==> src/core/tpc_pkg.sv <==
package tpc_pkg;
  localparam logic [11:0] SC_OFS = 12'h000;
  localparam logic [11:0] CNTH_OFS = 12'h004;
  localparam logic [11:0] CNTL_OFS = 12'h008;
  localparam logic [11:0] MOD_OFS = 12'h00C;
  localparam logic [11:0] IST_OFS = 12'h010;
  localparam logic [11:0] IMSK_OFS = 12'h014;
  localparam int CH_FIRST = 2;
  localparam logic [3:0] CH_CSC = 4'h0;
  localparam logic [3:0] CH_VH = 4'h4;
  localparam logic [3:0] CH_VL = 4'h8;
  localparam int SC_OVF = 7;
  localparam int SC_OIE = 6;
  localparam int SC_CPWM = 5;
  localparam int SC_CLK = 3;
  localparam int SC_PS = 0;
  localparam int CSC_MODE = 2;
  localparam int CSC_ELS = 0;
  localparam int PS_W = 3;
  localparam int PCNT_W = 7;
  localparam logic [15:0] CNT_ZERO = 16'h0000;
  localparam logic [15:0] CNT_ONE = 16'h0001;
  localparam logic [15:0] CNT_FULL = 16'hFFFF;
  localparam logic [PCNT_W:0] PS_ONE = 8'h01;
  localparam logic [PCNT_W-1:0] PCNT_ONE = 7'h01;

  typedef enum logic [1:0] {
    CLK_OFF = 2'b00,
    CLK_BUS = 2'b01,
    CLK_EXT = 2'b10,
    CLK_EXT2 = 2'b11
  } tpc_clk_e;

  typedef enum logic [1:0] {
    MODE_CAP = 2'b00,
    MODE_CMP = 2'b01,
    MODE_PWM = 2'b10,
    MODE_PWM2 = 2'b11
  } tpc_mode_e;

  typedef enum logic {
    DIR_DOWN = 1'b0,
    DIR_UP = 1'b1
  } tpc_dir_e;

  localparam logic [1:0] ELS_PORT = 2'b00;
  localparam logic [1:0] ELS_TOGGLE = 2'b01;
  localparam logic [1:0] ELS_CLEAR = 2'b10;

  typedef struct packed {
    logic [1:0] mode;
    logic [1:0] els;
  } tpc_chcfg_s;

  typedef struct packed {
    logic [15:0] cnt;
    logic stepped;
    logic topStep;
    logic tick;
    logic center;
    logic up;
    logic clkOn;
  } tpc_ctr_s;
endpackage

==> src/core/tpc_chan.sv <==
`timescale 1ns/100ps
`default_nettype none
module tpc_chan
  import tpc_pkg::*;
(
  input wire logic core_clk,
  input wire logic nrst,
  input wire logic ce,
  input wire tpc_ctr_s ctr,
  input wire tpc_chcfg_s cfg,
  input wire logic scWr,
  input wire logic valHiWr,
  input wire logic valLoWr,
  input wire logic [7:0] wByte,
  input wire logic pinIn,
  output logic [15:0] val_r,
  output logic pinOut_r,
  output logic pinOe_r,
  output logic evt_r
);
  logic hiDone_r, loDone_r, pend_r, pinPrev_r;
  logic [15:0] buf_r;
  logic pwm, cap, hiW, loW, done, match, loadNow, capEvt, hiTrue;

  assign pwm = ctr.center || cfg.mode[1];
  assign cap = !ctr.center && (cfg.mode == MODE_CAP);
  assign hiW = valHiWr && !cap;
  assign loW = valLoWr && !cap;
  assign done = (hiW && loDone_r) || (loW && hiDone_r);
  assign match = ctr.stepped && (ctr.cnt == val_r);
  assign capEvt = cap && ((cfg.els[0] && pinIn && !pinPrev_r) || (cfg.els[1] && !pinIn && pinPrev_r));
  assign hiTrue = !cfg.els[0];
  assign loadNow = pwm ? ctr.topStep : (!ctr.clkOn || ctr.tick);

  always_ff @(posedge core_clk or negedge nrst) begin
    if (!nrst) begin
      hiDone_r <= 1'b0;
      loDone_r <= 1'b0;
    end else if (ce) begin
      if (scWr || done) begin
        hiDone_r <= 1'b0;
        loDone_r <= 1'b0;
      end else begin
        if (hiW) hiDone_r <= 1'b1;
        if (loW) loDone_r <= 1'b1;
      end
    end
  end

  always_ff @(posedge core_clk or negedge nrst) begin
    if (!nrst) begin
      buf_r <= CNT_ZERO;
      pend_r <= 1'b0;
      val_r <= CNT_ZERO;
    end else if (ce) begin
      if (hiW) buf_r[15:8] <= wByte;
      if (loW) buf_r[7:0] <= wByte;
      pend_r <= done || (pend_r && !loadNow);
      if (capEvt) val_r <= ctr.cnt;
      else if (pend_r && loadNow) val_r <= buf_r;
    end
  end

  always_ff @(posedge core_clk or negedge nrst) begin
    if (!nrst) begin
      pinOut_r <= 1'b0;
      pinOe_r <= 1'b0;
      pinPrev_r <= 1'b0;
      evt_r <= 1'b0;
    end else if (ce) begin
      pinPrev_r <= pinIn;
      pinOe_r <= !cap && (cfg.els != ELS_PORT);
      evt_r <= cap ? capEvt : match;
      if (!cap) begin
        if (pwm && ctr.center) begin
          if (match) pinOut_r <= ctr.up ? !hiTrue : hiTrue;
        end else if (pwm) begin
          if (match) pinOut_r <= !hiTrue;
          else if (ctr.stepped && ctr.cnt == CNT_ZERO) pinOut_r <= hiTrue;
        end else if (match) begin
          case (cfg.els)
            ELS_CLEAR: pinOut_r <= 1'b0;
            ELS_TOGGLE, ELS_PORT: pinOut_r <= !pinOut_r;
            default: pinOut_r <= 1'b1;
          endcase
        end
      end
    end
  end
endmodule
`default_nettype wire

==> src/core/tpc_core.sv <==
// Design decisions made here: the APB register port and the address map.
`timescale 1ns/100ps
`default_nettype none
module tpc_core
  import tpc_pkg::*;
#(
  parameter int NCH = 2
)
(
  input wire logic core_clk,
  input wire logic nrst,
  input wire logic ce,
  input wire logic extTick,
  input wire logic psel,
  input wire logic penable,
  input wire logic pwrite,
  input wire logic [11:0] paddr,
  input wire logic [31:0] pwdata,
  output logic [31:0] prdata,
  output logic pready,
  output logic pslverr,
  input wire logic [NCH-1:0] chPinIn,
  output logic [NCH-1:0] chPinOut,
  output logic [NCH-1:0] chPinOe,
  output logic irq
);
  logic [PS_W-1:0] ps_r;
  tpc_clk_e clkSel_r;
  logic center_r;
  logic [15:0] mod_r, cnt_r, cntLat_r, term;
  logic [PCNT_W-1:0] pcnt_r, psMask;
  tpc_dir_e dir_r;
  logic latV_r, latHi_r, stepped_r;
  logic [NCH:0] ist_r, imsk_r, evtAll;
  logic pready_r, pslverr_r, irq_r;
  logic [31:0] prdata_r, rdData;
  logic hit, setup, acc, wr, scWr, cntWr, istWr, imskWr, modWr;
  logic rdCntH, rdCntL;
  logic srcEdge, tick, ovfEvt, topStep;
  logic [NCH-1:0] chEvt;
  logic [15:0] chVal [NCH];
  tpc_chcfg_s chCfg_r [NCH];
  tpc_ctr_s ctr;

  assign prdata = prdata_r;
  assign pready = pready_r;
  assign pslverr = pslverr_r;
  assign irq = irq_r;

  // bus decode: setup edge answers, access edge writes
  assign setup = psel && !pready_r;
  assign acc = psel && penable && pready_r;
  assign wr = acc && pwrite;
  assign scWr = wr && (paddr == SC_OFS);
  assign cntWr = wr && (paddr == CNTH_OFS || paddr == CNTL_OFS);
  assign istWr = wr && (paddr == IST_OFS);
  assign imskWr = wr && (paddr == IMSK_OFS);
  assign modWr = wr && (paddr == MOD_OFS);
  assign rdCntH = setup && !pwrite && (paddr == CNTH_OFS);
  assign rdCntL = setup && !pwrite && (paddr == CNTL_OFS);

  always_comb begin
    rdData = 32'h0000_0000;
    hit = 1'b1;
    case (paddr)
      SC_OFS: rdData[7:0] = {ist_r[0], imsk_r[0], center_r, clkSel_r, ps_r};
      CNTH_OFS: rdData[7:0] = (latV_r && !latHi_r) ? cntLat_r[15:8] : cnt_r[15:8];
      CNTL_OFS: rdData[7:0] = (latV_r && latHi_r) ? cntLat_r[7:0] : cnt_r[7:0];
      MOD_OFS: rdData[15:0] = mod_r;
      IST_OFS: rdData[NCH:0] = ist_r;
      IMSK_OFS: rdData[NCH:0] = imsk_r;
      default: hit = 1'b0;
    endcase
    for (int i = 0; i < NCH; i++) begin
      if (paddr[11:4] == 8'(CH_FIRST + i)) begin
        hit = 1'b1;
        case (paddr[3:0])
          CH_CSC: rdData[3:0] = {chCfg_r[i].mode, chCfg_r[i].els};
          CH_VH: rdData[7:0] = chVal[i][15:8];
          CH_VL: rdData[7:0] = chVal[i][7:0];
          default: hit = 1'b0;
        endcase
      end
    end
  end

  always_ff @(posedge core_clk or negedge nrst) begin
    if (!nrst) begin
      pready_r <= 1'b0;
      pslverr_r <= 1'b0;
      prdata_r <= 32'h0000_0000;
    end else if (ce) begin
      pready_r <= setup;
      pslverr_r <= setup && !hit;
      if (setup) prdata_r <= (hit && !pwrite) ? rdData : 32'h0000_0000;
    end
  end

  always_ff @(posedge core_clk or negedge nrst) begin
    if (!nrst) begin
      ps_r <= '0;
      clkSel_r <= CLK_OFF;
      center_r <= 1'b0;
    end else if (ce && scWr) begin
      ps_r <= pwdata[SC_PS +: PS_W];
      clkSel_r <= tpc_clk_e'(pwdata[SC_CLK +: 2]);
      center_r <= pwdata[SC_CPWM];
    end
  end

  always_ff @(posedge core_clk or negedge nrst) begin
    if (!nrst) begin
      mod_r <= CNT_ZERO;
    end else if (ce && modWr) begin
      mod_r <= pwdata[15:0];
    end
  end

  // prescaler: divide by 2 to the power ps
  assign psMask = PCNT_W'((PS_ONE << ps_r) - PS_ONE);
  assign srcEdge = (clkSel_r == CLK_BUS) || ((clkSel_r != CLK_OFF) && extTick);
  assign tick = ce && srcEdge && (pcnt_r == psMask) && !cntWr;
  // terminal count is full or modulus
  assign term = (mod_r == CNT_ZERO) ? CNT_FULL : mod_r;
  assign ovfEvt = tick && (dir_r == DIR_UP) && (cnt_r == term);
  assign topStep = tick && (dir_r == DIR_UP) && (cnt_r == term - CNT_ONE);

  always_ff @(posedge core_clk or negedge nrst) begin
    if (!nrst) begin
      pcnt_r <= '0;
    end else if (ce) begin
      if (cntWr || tick) pcnt_r <= '0;
      else if (srcEdge) pcnt_r <= pcnt_r + PCNT_ONE;
    end
  end

  always_ff @(posedge core_clk or negedge nrst) begin
    if (!nrst) begin
      cnt_r <= CNT_ZERO;
      dir_r <= DIR_UP;
    end else if (ce) begin
      if (cntWr) begin
        cnt_r <= CNT_ZERO;
        dir_r <= DIR_UP;
      end else if (tick) begin
        case (dir_r)
          DIR_UP: begin
            if (cnt_r != term) begin
              cnt_r <= cnt_r + CNT_ONE;
            end else if (center_r && term != CNT_ZERO) begin
              cnt_r <= cnt_r - CNT_ONE;
              dir_r <= DIR_DOWN;
            end else begin
              cnt_r <= CNT_ZERO;
            end
          end
          DIR_DOWN: begin
            if (cnt_r == CNT_ZERO || !center_r) begin
              cnt_r <= cnt_r + CNT_ONE;
              dir_r <= DIR_UP;
            end else begin
              cnt_r <= cnt_r - CNT_ONE;
            end
          end
          default: dir_r <= DIR_UP;
        endcase
      end
    end
  end

  always_ff @(posedge core_clk or negedge nrst) begin
    if (!nrst) begin
      stepped_r <= 1'b0;
    end else if (ce) begin
      stepped_r <= tick;
    end
  end

  // first half read latches the whole count
  // counter write drops the latch
  always_ff @(posedge core_clk or negedge nrst) begin
    if (!nrst) begin
      latV_r <= 1'b0;
      latHi_r <= 1'b0;
      cntLat_r <= CNT_ZERO;
    end else if (ce) begin
      if (cntWr) begin
        latV_r <= 1'b0;
      end else if (rdCntH || rdCntL) begin
        if (latV_r && (latHi_r != rdCntH)) begin
          latV_r <= 1'b0;
        end else begin
          latV_r <= 1'b1;
          latHi_r <= rdCntH;
          cntLat_r <= cnt_r;
        end
      end
    end
  end

  assign evtAll = {chEvt, ovfEvt};
  always_ff @(posedge core_clk or negedge nrst) begin
    if (!nrst) begin
      ist_r <= '0;
    end else if (ce) begin
      ist_r <= (ist_r & ~(istWr ? pwdata[NCH:0] : '0)) | evtAll;
    end
  end

  // mask bit 0 is the overflow enable, also seen in status and control
  always_ff @(posedge core_clk or negedge nrst) begin
    if (!nrst) begin
      imsk_r <= '0;
    end else if (ce) begin
      if (imskWr) imsk_r <= pwdata[NCH:0];
      else if (scWr) imsk_r[0] <= pwdata[SC_OIE];
    end
  end

  always_ff @(posedge core_clk or negedge nrst) begin
    if (!nrst) begin
      irq_r <= 1'b0;
    end else if (ce) begin
      irq_r <= |(ist_r & imsk_r);
    end
  end

  assign ctr = '{cnt: cnt_r, stepped: stepped_r, topStep: topStep, tick: tick,
                 center: center_r, up: dir_r == DIR_UP, clkOn: clkSel_r != CLK_OFF};

  for (genvar i = 0; i < NCH; i++) begin : g_ch
    logic [11:0] base;
    assign base = {8'(CH_FIRST + i), 4'h0};

    always_ff @(posedge core_clk or negedge nrst) begin
      if (!nrst) begin
        chCfg_r[i] <= '0;
      end else if (ce && wr && paddr == (base | 12'(CH_CSC))) begin
        chCfg_r[i] <= '{mode: pwdata[CSC_MODE +: 2], els: pwdata[CSC_ELS +: 2]};
      end
    end

    tpc_chan u_chan (
      .core_clk(core_clk),
      .nrst(nrst),
      .ce(ce),
      .ctr(ctr),
      .cfg(chCfg_r[i]),
      .scWr(scWr),
      .valHiWr(wr && paddr == (base | 12'(CH_VH))),
      .valLoWr(wr && paddr == (base | 12'(CH_VL))),
      .wByte(pwdata[7:0]),
      .pinIn(chPinIn[i]),
      .val_r(chVal[i]),
      .pinOut_r(chPinOut[i]),
      .pinOe_r(chPinOe[i]),
      .evt_r(chEvt[i])
    );
  end
endmodule
`default_nettype wire

==> config.mk <==
export PLATFORM = sky130hd
export DESIGN_NAME = tpc_core
export DESIGN_NICKNAME = d
export VERILOG_FILES = /design/src/core/tpc_pkg.sv /design/src/core/tpc_chan.sv /design/src/core/tpc_core.sv
export SDC_FILE = /design/constraint.sdc
export NUM_CORES = 1
export LEC_CHECK = 0
export ABC_AREA = 1
export BUFFER_PORTS_ARGS = -buffer_cell sky130_fd_sc_hd__buf_2
export CORE_AREA = 2 2 197 199
export DETAILED_ROUTE_END_ITERATION = 6
export DIE_AREA = 0 0 199 201
export PLACE_DENSITY = 0.55
export SETUP_SLACK_MARGIN = 0.1
export SLEW_MARGIN = 20
export SYNTH_ARGS = -nofsm -noshare
export SYNTH_HDL_FRONTEND = slang
export SYNTH_SLANG_ARGS = --single-unit
==> constraint.sdc <==
create_clock -name core_clk -period 8.4 [get_ports core_clk]
set_input_delay 1.68 -clock core_clk [delete_from_list [all_inputs] [get_ports core_clk]]
set_output_delay 1.68 -clock core_clk [all_outputs]
set_load 0.005 [all_outputs]
==> results.sh, run 1 <==
export IMPL_rsz0062_at_grt="false"
export IMPL_path_delay_family="simple AND/OR/NAND/NOR gates"
export IMPL_comb_power_share=0.056
export IMPL_synth_top_area_cell="dfrtp_1"
export IMPL_viasPerCell=5.13
export IMPL_cp_required_ps=8760
export IMPL_synth_ff_type="dfrtp_1"
export IMPL_clk_pin_slew_worst_paths_ps=80
export IMPL_critPathCaptureType="flop"
export IMPL_hold_violations=0
export IMPL_die_w_um=199
export IMPL_gp_congestion=0.963
export IMPL_cts_resized=0
export IMPL_fin_util=0.327
export IMPL_die_y_um=201
export IMPL_drive_gt1_frac=0.0869
export IMPL_power_leakage_nw=5.97
export IMPL_postCtsSetupBuffers=0
export IMPL_ys_top_cells_by_area="dfrtp_1 39%, nand2_1 17%, o21ai_0 8.2%"
export IMPL_maxCapViolCount=0
export IMPL_fin_crit_ps=4310
export IMPL_ant_nets=0
export IMPL_syn_to_final_growth_pct=10.4
export IMPL_syn_instance_count=1608
export IMPL_status="complete, no violations"
export IMPL_cp_slowest_cell="nor2_1"
export IMPL_cts_htree_levels=4
export IMPL_synth_edff_count=0
export IMPL_totalWireLength_um=40300
export IMPL_cp_arrival_ps=4670
export IMPL_place_ws_ps=3650
export IMPL_grt_pass1_vias=10223
export IMPL_instances_no_fill=2153
export IMPL_syn_avg_cell_area_um2=7.02
export IMPL_synth_top_area_share=0.388
export IMPL_path_cells="buf_2, nor2_2, nand3_1, nor2_1, nand2_1, o21ai_0, nor3_1, a22oi_1, nand3_1, inv_1, nand2_1, o21ai_0"
export IMPL_setup_viol=0
export IMPL_core_area_um2=38100
export IMPL_dieArea_um2=40000
export IMPL_clk_latency_ps=450
export IMPL_placedCellCount=2121
export IMPL_max_freq_mhz=232
export IMPL_fin_tns_setup_ps=0
export IMPL_seqCellArea_um2=4410
export IMPL_first_iter_violations=1178
export IMPL_hold_buffers=0
export IMPL_seq_area_frac_synth=0.390
export IMPL_setup_ws_ps=4090
export IMPL_fill_cells=4127
export IMPL_cts_tree="built"
export IMPL_worstMarginPinSlew_ps=1050
export IMPL_slew_headroom=0.298
export IMPL_dp_hpwl_um=28700
export IMPL_io_pins=92
export IMPL_crit_fanout=9
export IMPL_met3_wirelength_um=2450
export IMPL_diodes=0
export IMPL_track_usage=0.204
export IMPL_clockBufferDepth=2
export IMPL_routed_top_layer="met4"
export IMPL_ys_top_cells_by_count="504 x nand2_1, 186 x o21ai_0, 175 x dfrtp_1"
export IMPL_pwr_share_clk=0.446
export IMPL_hold_class="flop to flop"
export IMPL_place_area_um2=11900
export IMPL_ys_warn_count=0
export IMPL_ir_worst_vdd_mv=0.166
export IMPL_first_pass_iters=5
export IMPL_swShare=0.274
export IMPL_multiInputGateArea_um2=5900
export IMPL_initial_core_util=0.296
export IMPL_drc=0
export IMPL_grt_antenna_before_repair=0
export IMPL_netlist_area_um2=11300
export IMPL_grt_max_degree=109
export IMPL_port_buffers=59
export IMPL_grt_overflow=0
export IMPL_cts_buffers=17
export IMPL_yosysMostFrequentCell="nand2_1"
export IMPL_drv_slew=0
export IMPL_power_switching_uw=481
export IMPL_vias=11039
export IMPL_crit_buf_inv=2
export IMPL_hold_slack_ps=484
export IMPL_p_int_mw=1.28
export IMPL_final_cell_area_um2=12500
export IMPL_p_total_mw=1.76
export IMPL_slowest_delay_ps=500
export IMPL_synth_seq_cells=176
export IMPL_powerDensity_nw_per_um2=141
export IMPL_skew_ps=12.3
export IMPL_yosysUniqueCellTypes=50
export IMPL_synthArstFlopShare=1.00
export IMPL_fin_crit_sh=0.513
export IMPL_wl_met2_um=18500
export IMPL_wl_met1_um=18100
export IMPL_cts_root_buf="clkbuf_16"
export IMPL_fp_row_count=72
export IMPL_final_nets=1681
export IMPL_wire_per_inst_um=18.7
export IMPL_critPathKind="input port to flop"
export IMPL_cp_start_kind="input port"
export IMPL_grt_first_pass_wirelength_um=61500
export IMPL_clkSinkCount=176
export IMPL_seqPwrFrac=0.498
-- cell type report --
cell class / count / area share
Multi-Input combinational cell: 1204 / 0.474
Timing Repair Buffer: 67 / 0.0292
Clock buffer: 18 / 0.0345
Inverter: 156 / 0.0470
Tap cell: 518 / 0.0520
Sequential cell: 176 / 0.354
Clock inverter: 14 / 0.00974
-- worst register-to-register path: cells and delay by family, from the launching register on --
kind,cells,cell delay [ps]
AND/OR/NAND/NOR,14,2080
buffers and inverters,3,570
flip-flops,1,480
AO/OA/AOI/OAI,2,230
adder cells (fa/ha/maj),1,160
-- per-layer routing --
layer | GRT usage | vias up
li1 | - | 5260
met3 | 0.0321 | 70
met1 | 0.283 | 5326
met2 | 0.320 | 383
met5 | 0 | -
met4 | 0.0744 | 0
-- worst paths after layout --
kind | slack (ps) | depth (start not counted) | from | end
max | 4090 | 12 | paddr[1] | prdata[15]
min | 480 | 2 | prdata[2] | prdata[2]
max reg2reg | 4750 | 20 | mod_r[6] | cnt_r[4]
min reg2reg | 480 | 2 | prdata[2] | prdata[2]
max in group asynchronous | 5550 | 2 | nrst | prdata[12]
min in group asynchronous | 1370 | 1 | nrst | g_ch[0].u_chan.buf_r[3]
-- placed cells by master (no fill, tap or decap), types with 4 or more instances in the layout --
cell type	synthesis	final
a211oi_1	7	7
a21oi_1	42	42
a221oi_1	6	6
buf_2	12	58
buf_4	22	8
clkbuf_16	0	17
clkinv_1	8	8
conb_1	1	16
dfrtp_1	175	175
ha_1	6	6
inv_1	146	146
inv_6	0	5
inv_8	0	4
mux2_2	10	10
nand2_1	504	504
nand2_2	6	6
nand2_4	4	4
nand3_1	118	117
nand3b_1	5	5
nand4_1	17	17
nor2_1	102	102
nor2_2	8	8
nor3_1	29	29
nor3b_1	4	4
nor4_1	14	14
o2111ai_1	7	7
o211ai_1	13	13
o21ai_0	186	186
o21ai_1	8	8
o22ai_1	12	12
o31ai_1	6	6
xnor2_1	5	5
xor2_1	46	46
-- power by group through the flow --
| stage | clock network (mW) | registers (mW) | logic [mW] |
|---|---|---|---|
| 6_report | 0.783 | 0.875 | 0.0990 |
| 5_1_grt | 0.836 | 0.876 | 0.113 |
| 4_1_cts | 0.803 | 0.875 | 0.100 |
| 3_5_place_dp | 0 | 0.891 | 0.100 |
| 3_3_place_gp | 0 | 0.891 | 0.0986 |
| 2_1_floorplan | 0 | 0.886 | 0.0537 |
-- sequential cells by signal, indices dropped and copies added, names as in the netlist, 2 cells and up --
signal	cells
g_ch.u_chan.pinOe_r	2
g_ch.u_chan.pinOut_r	2
g_ch.u_chan.pinPrev_r	2
prdata	16
ps_r	3
clkSel_r	2
mod_r	16
g_ch.u_chan.val_r	32
g_ch.u_chan.buf_r	32
cntLat_r	16
g_ch.u_chan.hiDone_r	2
pcnt_r	7
g_ch.u_chan.loDone_r	2
g_ch.u_chan.pend_r	2
cnt_r	16
ist_r	3
imsk_r	3
chCfg_r	8
g_ch.u_chan.evt_r	2
-- logic make-up (layout without fill, tap and decap cells) --
family,count (synthesis),in the layout,share of synthesized area
muxes,10,10,0.00998
AOI/OAI and AO/OA,297,297,0.146
other,1,16,0.000332
DFF,176,176,0.390
buffers and inverters,243,255,0.0922
and+or+nand+nor,821,821,0.311
adders and majority gates,6,6,0.00665
xor gates and xnor gates,54,54,0.0439
(Power assumes the default switching activity.)
==> inputs of run 2 (changes only) <==
--- a/config.mk
+++ b/config.mk
@@ -10,7 +10,7 @@
 export CORE_AREA = 2 2 197 199
 export DETAILED_ROUTE_END_ITERATION = 6
 export DIE_AREA = 0 0 199 201
-export PLACE_DENSITY = 0.55
+export PLACE_DENSITY = 0.56
 export SETUP_SLACK_MARGIN = 0.1
 export SLEW_MARGIN = 20
 export SYNTH_ARGS = -nofsm -noshare
==> constraint.sdc (replaced) <==
create_clock -name core_clk -period 3.68 [get_ports core_clk]
set_input_delay 0.736 -clock core_clk [delete_from_list [all_inputs] [get_ports core_clk]]
set_output_delay 0.736 -clock core_clk [all_outputs]
set_load 0.005 [all_outputs]
==> run 2 against run 1 <==
  * Sequential cell count is the same
  * Critical path depth rose by 8
  * Count of clock-buffer cells in the layout is the same
  * Combinational power is 140% higher
  * Global-route usage up 0.93 points
  * First-iteration DRC count rose by 8.3%
  * Critical path type is now flop to flop
==> results.sh, run 2 (synthesis results as in run 1) <==
export IMPL_status="complete, no violations"
export IMPL_hold_buffers=0
export IMPL_ir_worst_vdd_mv=0.331
export IMPL_cp_start_kind="flop"
export IMPL_fin_crit_sh=0.910
export IMPL_io_pins=92
export IMPL_grt_max_degree=64
export IMPL_dieArea_um2=40000
export IMPL_cts_buffers=17
export IMPL_setup_viol=0
export IMPL_drive_gt1_frac=0.113
export IMPL_rsz0062_at_grt="false"
export IMPL_final_cell_mix="504 x nand2_1, 186 x o21ai_0, 174 x dfrtp_1, 146 x inv_1, 117 x nand3_1"
export IMPL_rr_worst_depth=20
export IMPL_dp_hpwl_um=30400
export IMPL_gp_congestion=0.961
export IMPL_r2r_start="mod_r[6]"
export IMPL_drc=0
export IMPL_cts_htree_levels=4
export IMPL_wire_per_inst_um=19.1
export IMPL_cp_required_ps=3990
export IMPL_worst_path_stages=20
export IMPL_grtUsageMet2=0.331
export IMPL_path_cells="nor2_1, nand2_1, nor2_2, nand2_4, nand2_1, inv_1, ha_1, inv_1, nor2_1, nand3_2, nor2_4, nand2_1, nor4_1, nor2_1, inv_1, o21ai_0, nand2_1, nand2_1, nand2_1, o21ai_0"
export IMPL_powerDensity_nw_per_um2=318
export IMPL_hold_slack_ps=225
export IMPL_worstMarginPinSlew_ps=884
export IMPL_totalWireLength_um=41900
export IMPL_setup_ws_ps=333
export IMPL_slowest_delay_ps=480
export IMPL_critPathKind="flop to flop"
export IMPL_crit_top_cell="nand2_1"
export IMPL_clk_pin_slew_worst_paths_ps=80
export IMPL_final_nets=1726
export IMPL_first_pass_iters=5
export IMPL_fin_crit_ps=3350
export IMPL_use_met1=0.301
export IMPL_crit_start="mod_r[6]"
export IMPL_power_leakage_nw=6.20
export IMPL_clockBufferDepth=2
export IMPL_slew_headroom=0.409
export IMPL_place_area_um2=12200
export IMPL_fp_row_count=72
export IMPL_cts_root_buf="clkbuf_16"
export IMPL_grt_first_pass_wirelength_um=63600
export IMPL_maxCapViolCount=0
export IMPL_fin_tns_setup_ps=0
export IMPL_core_area_um2=38100
export IMPL_final_common_cell="nand2_1"
export IMPL_syn_to_final_growth_pct=13.9
export IMPL_crit_fanout=20
export IMPL_use_met3=0.0346
export IMPL_die_w_um=199
export IMPL_grt_busiest_layer="met2"
export IMPL_final_cell_area_um2=12900
export IMPL_top_regs="g_ch.u_chan.buf_r x32, g_ch.u_chan.val_r x32"
export IMPL_hold_violations=0
export IMPL_place_ws_ps=316
export IMPL_grt_antenna_before_repair=2
export IMPL_endpoint="cnt_r[4]"
export IMPL_cp_arrival_ps=3660
export IMPL_skew_ps=16.8
export IMPL_clkSinkCount=176
export IMPL_track_usage=0.213
export IMPL_hold_class="input port to async pin"
export IMPL_port_buffers=59
export IMPL_cp_slowest_cell="dfrtp_1"
export IMPL_ant_nets=0
export IMPL_vias=11147
export IMPL_initial_core_util=0.296
export IMPL_die_y_um=201
export IMPL_reg2reg_setup_slack_ps=330
export IMPL_clk_latency_ps=460
export IMPL_grt_overflow=0
export IMPL_first_iter_violations=1276
export IMPL_grt_pass1_vias=10311
export IMPL_crit_buf_inv=3
export IMPL_path_delay_family="simple AND/OR/NAND/NOR gates"
export IMPL_p_total_mw=4.09
export IMPL_max_freq_mhz=299
export IMPL_cts_tree="built"
export IMPL_critPathCaptureType="flop"
export IMPL_viasPerCell=5.07
export IMPL_drv_slew=0
export IMPL_r2r_end="cnt_r[4]"
==> run 2: cell count changes in the layout (fill, tap and decap cells not counted), moves of 2 or more <==
| cell | before | now |
|---|---|---|
| buf_4 | 8 | 52 |
| clkinv_2 | 2 | 0 |
| inv_6 | 5 | 2 |
| clkinv_8 | 0 | 2 |
==> run 2: layout make-up <==
| cell class | instances | area (um^2) |
|---|---|---|
| clock buffer | 18 | 439 |
| timing repair buffer | 112 | 714 |
| tap | 518 | 648 |
| multi-input combinational | 1204 | 5920 |
| clock inverter | 14 | 145 |
| sequential | 176 | 4410 |
| inverter | 156 | 586 |
| antenna | 1 | 2.50 |
| fill | 4111 | 25200 |
==> run 2: where the power goes <==
part           switching (mW)  internal (mW)  total, mW  leakage (nW)
registers              0.0320           1.96       2.00          2.27
clock network           0.939          0.922       1.86         0.274
logic                   0.170         0.0641      0.234          3.66
==> run 2: per-stage QoR <==
step / instances / util
6_report: 2199 / 0.337
3_3_place_gp: 2161 / 0.320
2_1_floorplan: 1623 / -
3_5_place_dp: 2161 / 0.320
4_1_cts: 2193 / 0.336
5_1_grt: 2198 / 0.337
==> run 2: worst min-delay path by stage <==
stage,start,to,slack (ps),cells after the start
3_3_place_gp,prdata[2],prdata[2],460,2
4_1_cts,nrst,g_ch[0].u_chan.val_r[15],230,1
3_5_place_dp,prdata[2],prdata[2],470,2
2_1_floorplan,nrst,center_r,440,0
5_1_grt,nrst,g_ch[0].u_chan.val_r[8],230,1
6_report,nrst,g_ch[0].u_chan.buf_r[10],220,1
==> run 2: what timing repair did <==
action	4_1_cts	5_1_grt
setup buffers	0	5
gates resized for setup	0	5
setup endpoints to repair	0	39
==> run 2: routing by layer <==
| metal | routed length (um) | share of wire |
|---|---|---|
| met1 | 19200 | 0.46 |
| met4 | 1310 | 0.031 |
| met5 | 0 | 0 |
| met3 | 2450 | 0.059 |
| met2 | 19000 | 0.45 |
